### config.mk
export PLATFORM = sky130hd
export DESIGN_NAME = serial_mode_ctrl
export DESIGN_NICKNAME = d
export VERILOG_FILES = /design/src/hdl/serial_mode_ctrl.v
export VERILOG_INCLUDE_DIRS = /design/src /design/src/hdl
export SDC_FILE = /design/constraint.sdc
export NUM_CORES = 2
export LEC_CHECK = 0
export BUFFER_PORTS_ARGS = -buffer_cell sky130_fd_sc_hd__buf_2
export CORE_MARGIN = 2
export CORE_UTILIZATION = 66
export CTS_BUF_LIST = sky130_fd_sc_hd__clkbuf_8
export DETAILED_ROUTE_END_ITERATION = 7
export HOLD_SLACK_MARGIN = 0.12
export PLACE_DENSITY = 0.84
export RECOVER_POWER = 50
export SYNTH_ARGS = -nofsm -noshare
export SYNTH_HDL_FRONTEND = slang
export SYNTH_SLANG_ARGS = --single-unit
### constraint.sdc
create_clock -name core_clk -period 221.3 [get_ports core_clk]
set_input_delay 11.065 -clock core_clk [delete_from_list [all_inputs] [get_ports core_clk]]
set_output_delay 11.065 -clock core_clk [all_outputs]
set_load 0.02 [all_outputs]
### src/hdl/mode_ctrl_map.vh
// Register map, stored-parameter defaults and timing counts of the mode controller.
// Assumes inclusion by the design file, the monitor and the bench; the guard keeps repeats harmless.
`ifndef MODE_CTRL_MAP_VH
`define MODE_CTRL_MAP_VH

// APB word offsets (byte addresses)
`define REG_CTRL        12'h000
`define REG_PARAM       12'h004
`define REG_POLICY      12'h008
`define REG_PEER_CMD    12'h00C
`define REG_STATUS      12'h010
`define REG_LINK_EVT    12'h014
`define REG_UART_CFG    12'h018
`define REG_TIMEOUT     12'h01C
`define REG_RX_DATA     12'h020

// Parameter word fields
`define P_CMD_MODE      0
`define P_FORCE_MASTER  1
`define P_FILTER_LO     2
`define P_FILTER_HI     3
`define P_DEFCNT_LO     4
`define P_DEFCNT_HI     5
`define P_PAGE_SCAN     6
`define P_INQ_LO        7
`define P_INQ_HI        8
`define P_PORTS_LO      16
`define P_PORTS_HI      23

// Stored defaults
`define PARAM_RESET     32'h0001_00C4
`define POLICY_RESET    4'hF
`define BAUD_RESET      24'h00_2580
`define FRAMING_RESET   2'h0
`define TIMEOUT_S_RESET 8'h14

// Event filter levels
`define FILT_NONE       2'h0
`define FILT_STD        2'h1
`define FILT_ALL        2'h2

// Framing bytes outside transparent mode
`define BYTE_STX        8'h02
`define BYTE_ETX        8'h03

// Dial attempts per stored peer
`define DIAL_TRIES      2'h3

// Timing
`define CLK_HZ          200000000
`define PWR_RESET_MS    2
`define PWR_RESET_CYC   ((`CLK_HZ / 1000) * `PWR_RESET_MS)

`endif

### src/hdl/serial_mode_ctrl.v
// Operating-mode controller of a wireless serial-port module: boot load, modes, dialing.
// Assumes an APB master on core_clk, a UART core supplying received bytes and an
// async rx line level, and a radio link layer that reports connects and dial results.
// Notes on behaviour
// RQ1: Host holds resets low 2ms after power; the bench holds rst_n low for only 20 cycles.
// RQ2: Load stored parameters before serving host.
// RQ3: Auto, no peers: connectable, discoverable, full commands.
// RQ4: Auto peer connect: port event, then transparent.
// RQ5: Auto with peers: dial each three times, report.
// RQ6: Command mode skips stored peer list.
// RQ7: Command mode: connect never enters transparent.
// RQ8: Transparent: forward every byte, no command parsing.
// RQ9: Transparent only with exactly one link.
// RQ10: Line break leaves transparent mode.
// RQ11: Force master: accept only with role switch.
// RQ12: Force master first link follows auto/command.
// RQ13: Further links accepted only outside transparent.
// RQ14: Up to three stored peers, auto or on demand.
// RQ15: Event filter: none, standard, or all.
// RQ16: Per-link policy, default all four allowed.
// RQ17: UART speed defaults to 9600 baud.
// RQ18: Framing defaults one stop, no parity.
// RQ19: Mode defaults automatic, zero stored peers.
// RQ20: Link supervision timeout defaults 20 seconds.
// RQ21: Port mask default opens lowest port.
// RQ22: Scan defaults connectable, discoverable; limited option.
// RQ23: Packets framed by 0x02 start, 0x03 end.
// RQ24: Rx low beyond one frame is break.
//
// Added by the designer: the APB register port and the register offsets.
`timescale 1ns/1ps
`default_nettype none
`include "mode_ctrl_map.vh"

module serial_mode_ctrl #(
  parameter LOAD_CYCLES = 16,
  parameter BREAK_BITS  = 11
) (
  input  wire        core_clk,
  input  wire        rst_n,
  input  wire [11:0] paddr,
  input  wire        psel,
  input  wire        penable,
  input  wire        pwrite,
  input  wire [31:0] pwdata,
  output wire        pready,
  output reg  [31:0] prdata,
  output wire        pslverr,
  input  wire        uartRx,
  input  wire        rxValid,
  input  wire [7:0]  rxByte,
  output reg         linkTxValid,
  output reg  [7:0]  linkTxByte,
  output reg         cmdValid,
  output reg  [7:0]  cmdByte,
  output reg         cmdFrameStart,
  output reg         cmdFrameEnd,
  input  wire        peerConnect,
  input  wire        peerRoleSwitchOk,
  input  wire [7:0]  peerPort,
  output reg         acceptLink,
  output reg         rejectLink,
  output reg         dialReq,
  output reg  [1:0]  dialIndex,
  input  wire        dialDone,
  input  wire        dialOk,
  input  wire        phyChange,
  output reg         eventValid,
  output reg  [3:0]  eventCode,
  output reg  [7:0]  eventArg,
  output reg         connectable,
  output reg         discoverable,
  output reg         limitedDiscover,
  output reg         ready,
  output reg         transparent,
  output reg         isMaster
);

  // Event codes to the host
  localparam [3:0] EV_PORT_CONN = 4'h1;
  localparam [3:0] EV_LINK_STAT = 4'h2;
  localparam [3:0] EV_PHY       = 4'h3;
  localparam [3:0] EV_BOOT      = 4'h4;

  localparam [2:0] ST_LOAD  = 3'd0;
  localparam [2:0] ST_DIAL  = 3'd1;
  localparam [2:0] ST_WAIT  = 3'd2;
  localparam [2:0] ST_IDLE  = 3'd3;

  // Stored parameter set, stands in for the non-volatile area
  reg [31:0] param;
  reg [3:0]  policy;
  reg [23:0] baud;
  reg [1:0]  framing;
  reg [7:0]  timeoutSec;
  reg [3:0]  linkCount;
  reg [7:0]  lastRx;

  reg [2:0]  state;
  reg [15:0] loadCnt;
  reg [1:0]  peerIdx;
  reg [1:0]  tries;
  reg        onDemand;
  reg [1:0]  demandIdx;

  wire       cmdMode    = param[`P_CMD_MODE];
  wire       forceMast  = param[`P_FORCE_MASTER];
  wire [1:0] filter     = param[`P_FILTER_HI:`P_FILTER_LO];
  wire [1:0] defCount   = param[`P_DEFCNT_HI:`P_DEFCNT_LO];
  wire [7:0] portMask   = param[`P_PORTS_HI:`P_PORTS_LO];

  // Rx line synchroniser
  reg rxMeta;
  reg rxSync;
  always @(posedge core_clk or negedge rst_n) begin
    if (!rst_n) begin
      rxMeta <= 1'b1;
      rxSync <= 1'b1;
    end else begin
      rxMeta <= uartRx;
      rxSync <= rxMeta;
    end
  end

  // Break: low longer than one frame at the current rate
  wire [31:0] bitCycles = `CLK_HZ / ((baud == 24'h0) ? 32'd1 : {8'h0, baud});
  wire [31:0] frameCyc  = bitCycles * BREAK_BITS;
  reg  [31:0] lowCnt;
  reg         breakSeen;
  always @(posedge core_clk or negedge rst_n) begin
    if (!rst_n) begin
      lowCnt    <= 32'h0000_0000;
      breakSeen <= 1'b0;
    end else if (rxSync) begin
      lowCnt    <= 32'h0000_0000;
      breakSeen <= 1'b0;
    end else if (lowCnt <= frameCyc) begin
      lowCnt    <= lowCnt + 32'd1;
    end else begin
      breakSeen <= 1'b1;                                   // see RQ24
    end
  end
  reg breakPrev;
  always @(posedge core_clk or negedge rst_n) begin
    if (!rst_n) breakPrev <= 1'b0;
    else breakPrev <= breakSeen;
  end
  wire breakEdge = breakSeen & ~breakPrev;

  // APB slave, zero wait states
  wire apbWr = psel & penable & pwrite;
  wire apbRd = psel & penable & ~pwrite;
  wire hit   = (paddr == `REG_CTRL) || (paddr == `REG_PARAM) || (paddr == `REG_POLICY) ||
               (paddr == `REG_PEER_CMD) || (paddr == `REG_STATUS) ||
               (paddr == `REG_LINK_EVT) || (paddr == `REG_UART_CFG) ||
               (paddr == `REG_TIMEOUT) || (paddr == `REG_RX_DATA);
  assign pready  = 1'b1;
  assign pslverr = psel & penable & ~hit;

  wire wrParam  = apbWr && (paddr == `REG_PARAM);
  wire wrPolicy = apbWr && (paddr == `REG_POLICY);
  wire wrUart   = apbWr && (paddr == `REG_UART_CFG);
  wire wrTmo    = apbWr && (paddr == `REG_TIMEOUT);
  wire wrPeer   = apbWr && (paddr == `REG_PEER_CMD);
  wire wrCtrl   = apbWr && (paddr == `REG_CTRL);

  always @(posedge core_clk or negedge rst_n) begin
    if (!rst_n) begin
      param      <= `PARAM_RESET;                          // see RQ19
      policy     <= `POLICY_RESET;                         // see RQ16
      baud       <= `BAUD_RESET;                           // see RQ17
      framing    <= `FRAMING_RESET;                        // see RQ18
      timeoutSec <= `TIMEOUT_S_RESET;                      // see RQ20
    end else begin
      if (wrParam) param <= pwdata;
      if (wrPolicy) policy <= pwdata[3:0];
      if (wrUart) begin
        baud    <= pwdata[23:0];
        framing <= pwdata[25:24];
      end
      if (wrTmo) timeoutSec <= pwdata[7:0];
    end
  end

  always @* begin
    prdata = 32'h0000_0000;
    if (apbRd) begin
      if (paddr == `REG_PARAM) prdata = param;
      else if (paddr == `REG_POLICY) prdata = {28'h0, policy};
      else if (paddr == `REG_STATUS)
        prdata = {16'h0, linkCount, 1'b0, state, 4'h0, isMaster, transparent, 1'b0, ready};
      else if (paddr == `REG_LINK_EVT) prdata = {24'h0, eventArg};
      else if (paddr == `REG_UART_CFG) prdata = {6'h0, framing, baud};
      else if (paddr == `REG_TIMEOUT) prdata = {24'h0, timeoutSec};
      else if (paddr == `REG_RX_DATA) prdata = {24'h0, lastRx};
      else prdata = 32'h0000_0000;
    end
  end

  // Link acceptance and transparent entry
  wire firstLink  = (linkCount == 4'h0);
  wire roleOk     = ~forceMast | peerRoleSwitchOk;         // see RQ11
  wire moreOk     = firstLink | (forceMast & ~transparent); // see RQ13
  wire takeLink   = ready & (state == ST_IDLE) & peerConnect & roleOk & moreOk;
  wire goTransp   = takeLink & firstLink & ~cmdMode;       // see RQ4 RQ7 RQ12

  always @(posedge core_clk or negedge rst_n) begin
    if (!rst_n) begin
      state       <= ST_LOAD;
      loadCnt     <= 16'h0000;
      peerIdx     <= 2'h0;
      tries       <= 2'h0;
      onDemand    <= 1'b0;
      demandIdx   <= 2'h0;
      ready       <= 1'b0;
      transparent <= 1'b0;
      isMaster    <= 1'b0;
      linkCount   <= 4'h0;
      acceptLink  <= 1'b0;
      rejectLink  <= 1'b0;
      dialReq     <= 1'b0;
      dialIndex   <= 2'h0;
      eventValid  <= 1'b0;
      eventCode   <= 4'h0;
      eventArg    <= 8'h00;
      connectable     <= 1'b0;
      discoverable    <= 1'b0;
      limitedDiscover <= 1'b0;
    end else begin
      acceptLink <= 1'b0;
      rejectLink <= 1'b0;
      dialReq    <= 1'b0;
      eventValid <= 1'b0;
      if (wrCtrl && pwdata[0]) linkCount <= 4'h0;
      case (state)
        ST_LOAD: begin
          // Host is served only once the stored set has been applied
          if (loadCnt == LOAD_CYCLES[15:0]) begin          // see RQ2
            connectable     <= param[`P_PAGE_SCAN];        // see RQ3 RQ22
            discoverable    <= param[`P_INQ_LO];
            limitedDiscover <= param[`P_INQ_HI];
            ready      <= 1'b1;
            if (filter != `FILT_NONE) begin
              eventValid <= 1'b1;
              eventCode  <= EV_BOOT;
              eventArg   <= portMask;                      // see RQ21
            end
            peerIdx <= 2'h0;
            tries   <= 2'h0;
            if (!cmdMode && defCount != 2'h0) state <= ST_DIAL; // see RQ5 RQ6
            else state <= ST_IDLE;
          end else begin
            loadCnt <= loadCnt + 16'h0001;
          end
        end
        ST_DIAL: begin
          dialReq   <= 1'b1;
          dialIndex <= onDemand ? demandIdx : peerIdx;
          tries     <= tries + 2'h1;
          state     <= ST_WAIT;
        end
        ST_WAIT: begin
          if (dialDone) begin
            if (filter != `FILT_NONE) begin                // see RQ15
              eventValid <= 1'b1;
              eventCode  <= EV_LINK_STAT;                  // see RQ5
              eventArg   <= {5'h0, dialOk, dialIndex};
            end
            if (dialOk) linkCount <= linkCount + 4'h1;
            if (onDemand) begin
              onDemand <= 1'b0;
              state    <= ST_IDLE;
            end else if (!dialOk && tries != `DIAL_TRIES) begin
              state <= ST_DIAL;
            end else if (peerIdx + 2'h1 < defCount) begin
              peerIdx <= peerIdx + 2'h1;
              tries   <= 2'h0;
              state   <= ST_DIAL;
            end else begin
              state <= ST_IDLE;
            end
          end
        end
        default: begin
          if (onDemand) begin
            tries <= `DIAL_TRIES - 2'h1;
            state <= ST_DIAL;
          end
          if (peerConnect) begin
            acceptLink <= takeLink;
            rejectLink <= ~takeLink;
            if (takeLink) begin
              linkCount <= linkCount + 4'h1;
              if (forceMast) isMaster <= 1'b1;
              if (filter != `FILT_NONE) begin
                eventValid <= 1'b1;
                eventCode  <= EV_PORT_CONN;                // see RQ4
                eventArg   <= peerPort;
              end
            end
          end else if (phyChange && filter == `FILT_ALL) begin
            eventValid <= 1'b1;
            eventCode  <= EV_PHY;                          // see RQ15
            eventArg   <= 8'h00;
          end
        end
      endcase
      // After the case, so a new request beats the clear in the wait state
      if (wrPeer && pwdata[1:0] < 2'd3) begin              // see RQ14
        onDemand  <= 1'b1;
        demandIdx <= pwdata[1:0];
      end
      // Break exit wins; multipoint also drops transparent
      if (breakEdge || (transparent && linkCount > 4'h1)) transparent <= 1'b0; // see RQ9 RQ10
      else if (goTransp) transparent <= 1'b1;              // see RQ9
      else if (wrCtrl && pwdata[1] && linkCount == 4'h1) transparent <= 1'b1;
    end
  end

  // Received bytes: raw to link or command stream
  always @(posedge core_clk or negedge rst_n) begin
    if (!rst_n) begin
      linkTxValid   <= 1'b0;
      linkTxByte    <= 8'h00;
      cmdValid      <= 1'b0;
      cmdByte       <= 8'h00;
      cmdFrameStart <= 1'b0;
      cmdFrameEnd   <= 1'b0;
      lastRx        <= 8'h00;
    end else begin
      linkTxValid   <= rxValid & ready & transparent;      // see RQ8
      cmdValid      <= rxValid & ready & ~transparent;
      cmdFrameStart <= rxValid & ready & ~transparent & (rxByte == `BYTE_STX); // see RQ23
      cmdFrameEnd   <= rxValid & ready & ~transparent & (rxByte == `BYTE_ETX); // see RQ23
      if (rxValid) begin
        linkTxByte <= rxByte;
        cmdByte    <= rxByte;
        lastRx     <= rxByte;
      end
    end
  end

endmodule // serial_mode_ctrl
`default_nettype wire

; Word level (Yosys, flattened, before mapping)
; Cells that the tools add are included.
[word_totals]
wordCells = 226
inputBits = 72
out_inout_bits = 78
reg_bits = 172
[op_classes]
n_eq_ne = 27
n_reduce_logical = 48
magnitude_cmp = 4
addsub = 5
muxes = 76
bitwise = 29
mul = 1
n_div = 1
[ops]
columns = op, n
row1 = two-way mux 32 bit, 4
row2 = two-way mux 26 bit, 4
row3 = two-way mux 8 bit, 10
row4 = two-way mux 4 bit, 13
row5 = equality test 12 x 5 -> 1 bit (second input constant), 4
row6 = adder 32 x 1 -> 32 bit (second input constant), 1
row7 = divider 28 x 32 -> 32 bit (first input constant), 1
row8 = <= comparator 32 bit, 1
row9 = multiplier 32 x 4 -> 32 bit (second input constant), 1
row10 = two-way mux 2 bit, 15
row11 = equality test 12 x 4 -> 1 bit (second input constant), 2
row12 = zero test 24 bit, 1
row13 = two-way mux 24 bit, 1
row14 = case mux 8 bit (3 select lines), 1
row15 = two-way mux 1 bit, 19
row16 = != test 2 bit (second input constant), 9
row17 = AND 1 bit, 17
row18 = adder 16 x 1 -> 16 bit (second input constant), 1
row19 = equality test 16 x 5 -> 1 bit (second input constant), 1
row20 = equality test 8 x 2 -> 1 bit (second input constant), 2
row21 = logical AND 1 bit, 14
row22 = equality test 12 x 3 -> 1 bit (second input constant), 1
row23 = equality test 12 x 6 -> 1 bit (second input constant), 1
row24 = zero test 12 bit, 1
row25 = other kinds (34), 66

; Depth between registers and ports, before layout
[logic_depth]
ltp_word = 11
mapped_depth = 441
ltp_nobuf = 395

; Worst setup path after synthesis
; No wires, ideal clock.
[synth_timing]
path_type = register -> register
startpoint = reg baud[23]
endpoint = reg lowCnt[15]
arrival_ps = 82983
path_stages_with_launch = 408
setup_ps = 132
path_slack_ps = 138185
synth_period_minus_slack_ps = 83115
path_buffers = 59
t_required_ps = 221168
path_cell_list = dfrtp_1 -> or4_1 -> buf_2 -> nor4_4 -> clkbuf_1 -> a21oi_1 -> clkbuf_1 -> clkbuf_1 -> clkbuf_1 -> xnor2_1 -> o32ai_1 -> ha_1 -> a21o_1 -> a21oi_1 -> o21ai_0 -> nand2_1 -> inv_1 -> mux2_2 -> [... 372 more ...] -> o211ai_1 -> a2111oi_0 -> o21a_1 -> o21a_1 -> or4_1 -> a31o_2 -> a21oi_1 -> xnor2_1 -> ha_1 -> nand4_1 -> nor4_1 -> nand3_1 -> nand2_1 -> nand4_1 -> nor3_1 -> nand4_1 -> xor2_1 -> nor2_1
[synth_between]
elab_chain_cells = 6
[synth_lines]
columns = item, line_no
row1 = start: declaration, serial_mode_ctrl.v:93  ; reg [23:0] baud;
row2 = start signal: assignment, serial_mode_ctrl.v:171  ; baud <= `BAUD_RESET;
row3 = start signal: assignment, serial_mode_ctrl.v:178  ; baud <= pwdata[23:0];
row4 = zero test 24 bit, serial_mode_ctrl.v:126  ; wire [31:0] bitCycles = `CLK_HZ / ((baud == 24'h0) ? 32'd1 : {8'h0, baud});
row5 = two-way mux 24 bit *, serial_mode_ctrl.v:126
row6 = divider 28 x 32 -> 32 bit (no source line) *, -
row7 = multiplier 32 x 4 -> 32 bit *, serial_mode_ctrl.v:127  ; wire [31:0] frameCyc = bitCycles * BREAK_BITS;
row8 = <= comparator 32 bit *, serial_mode_ctrl.v:137  ; end else if (lowCnt <= frameCyc) begin
row9 = nonzero test 2 bit (no source line) *, -
row10 = end signal: assignment, serial_mode_ctrl.v:138  ; lowCnt <= lowCnt + 32'd1;
row11 = end: declaration, serial_mode_ctrl.v:128  ; reg [31:0] lowCnt;
; Every way passes the cells marked *; elsewhere a longest branch is shown, timed or not.
; A chain may end at the register's enable or synchronous reset.

; Final worst setup path
; Same ends and word-level chain as after synthesis.

==> results_dict.tcl <==
set metrics [dict create \
    status "complete, but fails checks" \
    violations "max-capacitance violations, max-slew violations" \
    worst-setup-path-type "reg -> reg" \
    cts_setup_buffers 0 \
    layout_setup_ws_ns 124.52 \
    ant_nets 0 \
    grt_pass1_wl_microns 220000 \
    grt_usage 0.439 \
    drc_errors 0 \
    nNetsFinal 6092 \
    rr_startpoint "baud[23]" \
    fin_skew_ns 0.0145 \
    die_x_microns 250 \
    synthFlopType "dfrtp_1" \
    drv_cap 2 \
    die_h_microns 250 \
    synth_mux_area_frac 0.0744 \
    arrival_ns 97.13 \
    pwr-share-seq 0.475 \
    initial_core_util 0.665 \
    route.met2.wl_microns 60900 \
    power_density_nw_per_um2 1.76 \
    fp.dieArea_sq_um 62700 \
    rsz0062_at_grt "false" \
    slowest_stage "a2111oi_0" \
    yosys.area_share.xor_xnor 0.0865 \
    layout_common_cells "559 x ha_1, 505 x nor2_1, 449 x nand2_1" \
    startpoint_type "flip-flop" \
    io_pins 150 \
    worst-endpoint-required_ns 221.65 \
    numCtsBuffers 17 \
    synth_cell_types 114 \
    synthSimpleGateAreaFrac 0.216 \
    globalRouteOverflowTotal 0 \
    max_freq_mhz 10.3 \
    clkPwrFrac 0.316 \
    drt-wirelength-per-cell_microns 23.0 \
    power.leakage_uw 0.0202 \
    netlist_instances 5355 \
    area.growth.synth_to_final_pct 4.90 \
    synth_top_family_by_area "compound AO/OA/AOI/OAI gates" \
    synthAdderAreaFrac 0.188 \
    power.internal_uw 47.0 \
    ctsResizeCount 0 \
    vias_per_cell 6.97 \
    cts_tree "built" \
    rows 90 \
    max_slew_margin -1.99 \
    synth_edf_count 0 \
    placed_area_sq_um 41700 \
    clkTransAtPathRegs_ns 0.10 \
    drt_iter0_markers 5021 \
    layout_commonest_cell "ha_1" \
    cts_root_buffer "clkbuf_8" \
    worstHoldStart "rxMeta" \
    yosysSeqAreaShare 0.107 \
    finalWirelength_microns 143000 \
    cts.htree.levels 4 \
    place_hpwl_microns 110000 \
    critical_path.max_stage_delay_ns 0.91 \
    cp-end-kind "flip-flop" \
    switching_share 0.366 \
    grt_pass1_vias 40049 \
    coreArea_sq_um 60200 \
    yosysWarningCount 0 \
    wl_met1_microns 56200 \
    worst_pin_slew_ns 4.48 \
    insertion_delay_ns 0.50 \
    clock_sinks 170 \
    design_area_sq_um 42100 \
    pre_cts_ws_ns 127.30 \
    grt_max_degree 89 \
    period_minus_slack_ns 96.78 \
    synth_compound_area_frac 0.288 \
    drive_gt1_frac 0.102 \
    clk_path_buf_depth 2 \
    avgSynthCellArea_sq_um 7.49 \
    finalPower_uw 74.2 \
    antenna_found_initial 4 \
    final_util 0.698 \
    worstHoldPathType "reg -> reg" \
    hold_buffers 0 \
    async_reset_ff_frac 1.00 \
    vias 43415 \
    startpoint "baud[23]" \
    p_switching_uw 27.2 \
    syn_area_sq_um 40100 \
    crit_top_cell "o21ai_0" \
    path_max_fanout 41 \
    slew_viol_final 173 \
    gp_congestion 1.06 \
    setup_violations 0 \
    synth-seq-cells 170 \
    top_layer_used "met5" \
    peakVddDrop_uv 7.40 \
    io_buffers 147 \
    comb_power_share 0.209 \
    drt-pass1-iter-count 7 \
    fin_crit_sh 0.437 \
    finalSetupTns_ns 0 \
    wl_met3_microns 16100 \
    finalHoldViolCount 0 \
]
logic make-up (layout without fill, tap and decap cells):
| group | Yosys count | in the layout |
|---|---|---|
| flops | 170 | 170 |
| other cells | 2 | 7 |
| simple gates | 1779 | 1779 |
| buf+inv | 402 | 492 |
| xor+xnor | 396 | 396 |
| fa+ha+maj | 587 | 587 |
| compound gates | 1757 | 1757 |
| mux | 262 | 262 |
synthesized netlist by cell type (92+ instances only):
master    count  area (sq um)
a21o_1      171          1280
o21a_1      129           968
ha_1        559          6990
a21oi_1     449          2250
dfrtp_1     154          3850
xnor2_1     269          2360
nand2_1     449          1690
nor3_1      146           731
clkbuf_1    109           409
nand2b_1     92           576
xor2_1      127          1110
nand3_1     134           671
mux2_2      201          2260
inv_1       232           871
o21ai_0     368          1840
nor2_1      505          1900
per-stage QoR:
step	hold WS (ns)	std cells
after floorplan	0.345	5356
after global placement	0.346	6196
after detailed placement	0.347	6196
after CTS	0.362	6228
after global routing	0.364	6230
final	0.361	6232
power groups by stage:
stage                     Sequential (uW)  Clock, uW  Combinational [uW]
after floorplan                      35.4          0                9.58
final                                35.2       23.5                15.5
after global placement               35.5          0                14.7
after global routing                 35.4       24.9                17.0
after detailed placement             35.6          0                15.1
after CTS                            35.0       23.5                15.5
registers in the layout (all words and copies together), names as in the netlist, 3 cells and up:
signal / count
lowCnt: 32
baud: 24
lastRx: 8
timeoutSec: 8
param: 32
linkCount: 4
eventCode: 3
eventArg: 8
policy: 4
loadCnt: 16
metal layers:
layer / track usage / up-vias
li1: - / 20166
met1: 0.564 / 20141
met2: 0.683 / 2477
met3: 0.0885 / 629
met4: 0.257 / 2
met5: 0 / -
worst max-delay path: cells and delay by family, from the launching register on:
| kind | cells | cell delay, ns |
|---|---|---|
| compound gates | 189 | 44.36 |
| simple gates | 92 | 22.76 |
| buf+inv | 36 | 12.24 |
| fa+ha+maj | 33 | 11.34 |
| mux | 13 | 4.87 |
| flops | 1 | 0.48 |
| xor+xnor | 2 | 0.27 |
final timing paths:
| check | to | slack, ns | cells after the start |
|---|---|---|---|
| min in group asynchronous | dialIndex[0] | 12.13 | 1 |
| hold / removal | rxSync | 0.36 | 0 |
| max in group asynchronous | param[3] | 203.28 | 2 |
| setup / recovery | lowCnt[15] | 124.52 | 365 |
| setup reg to reg | lowCnt[15] | 124.52 | 365 |
| hold reg to reg | rxSync | 0.36 | 0 |
area by class of cell:
| cell class | instances | area, sq um |
|---|---|---|
| timing repair buffer | 214 | 1170 |
| tap | 782 | 978 |
| multi-input combinational | 4784 | 34300 |
| clock buffer | 17 | 234 |
| sequential | 170 | 4270 |
| fill | 5235 | 18200 |
| clock inverter | 15 | 191 |
| inverter | 246 | 923 |
| antenna | 4 | 10.0 |
No activity file was read; power rests on OpenSTA's default activity.
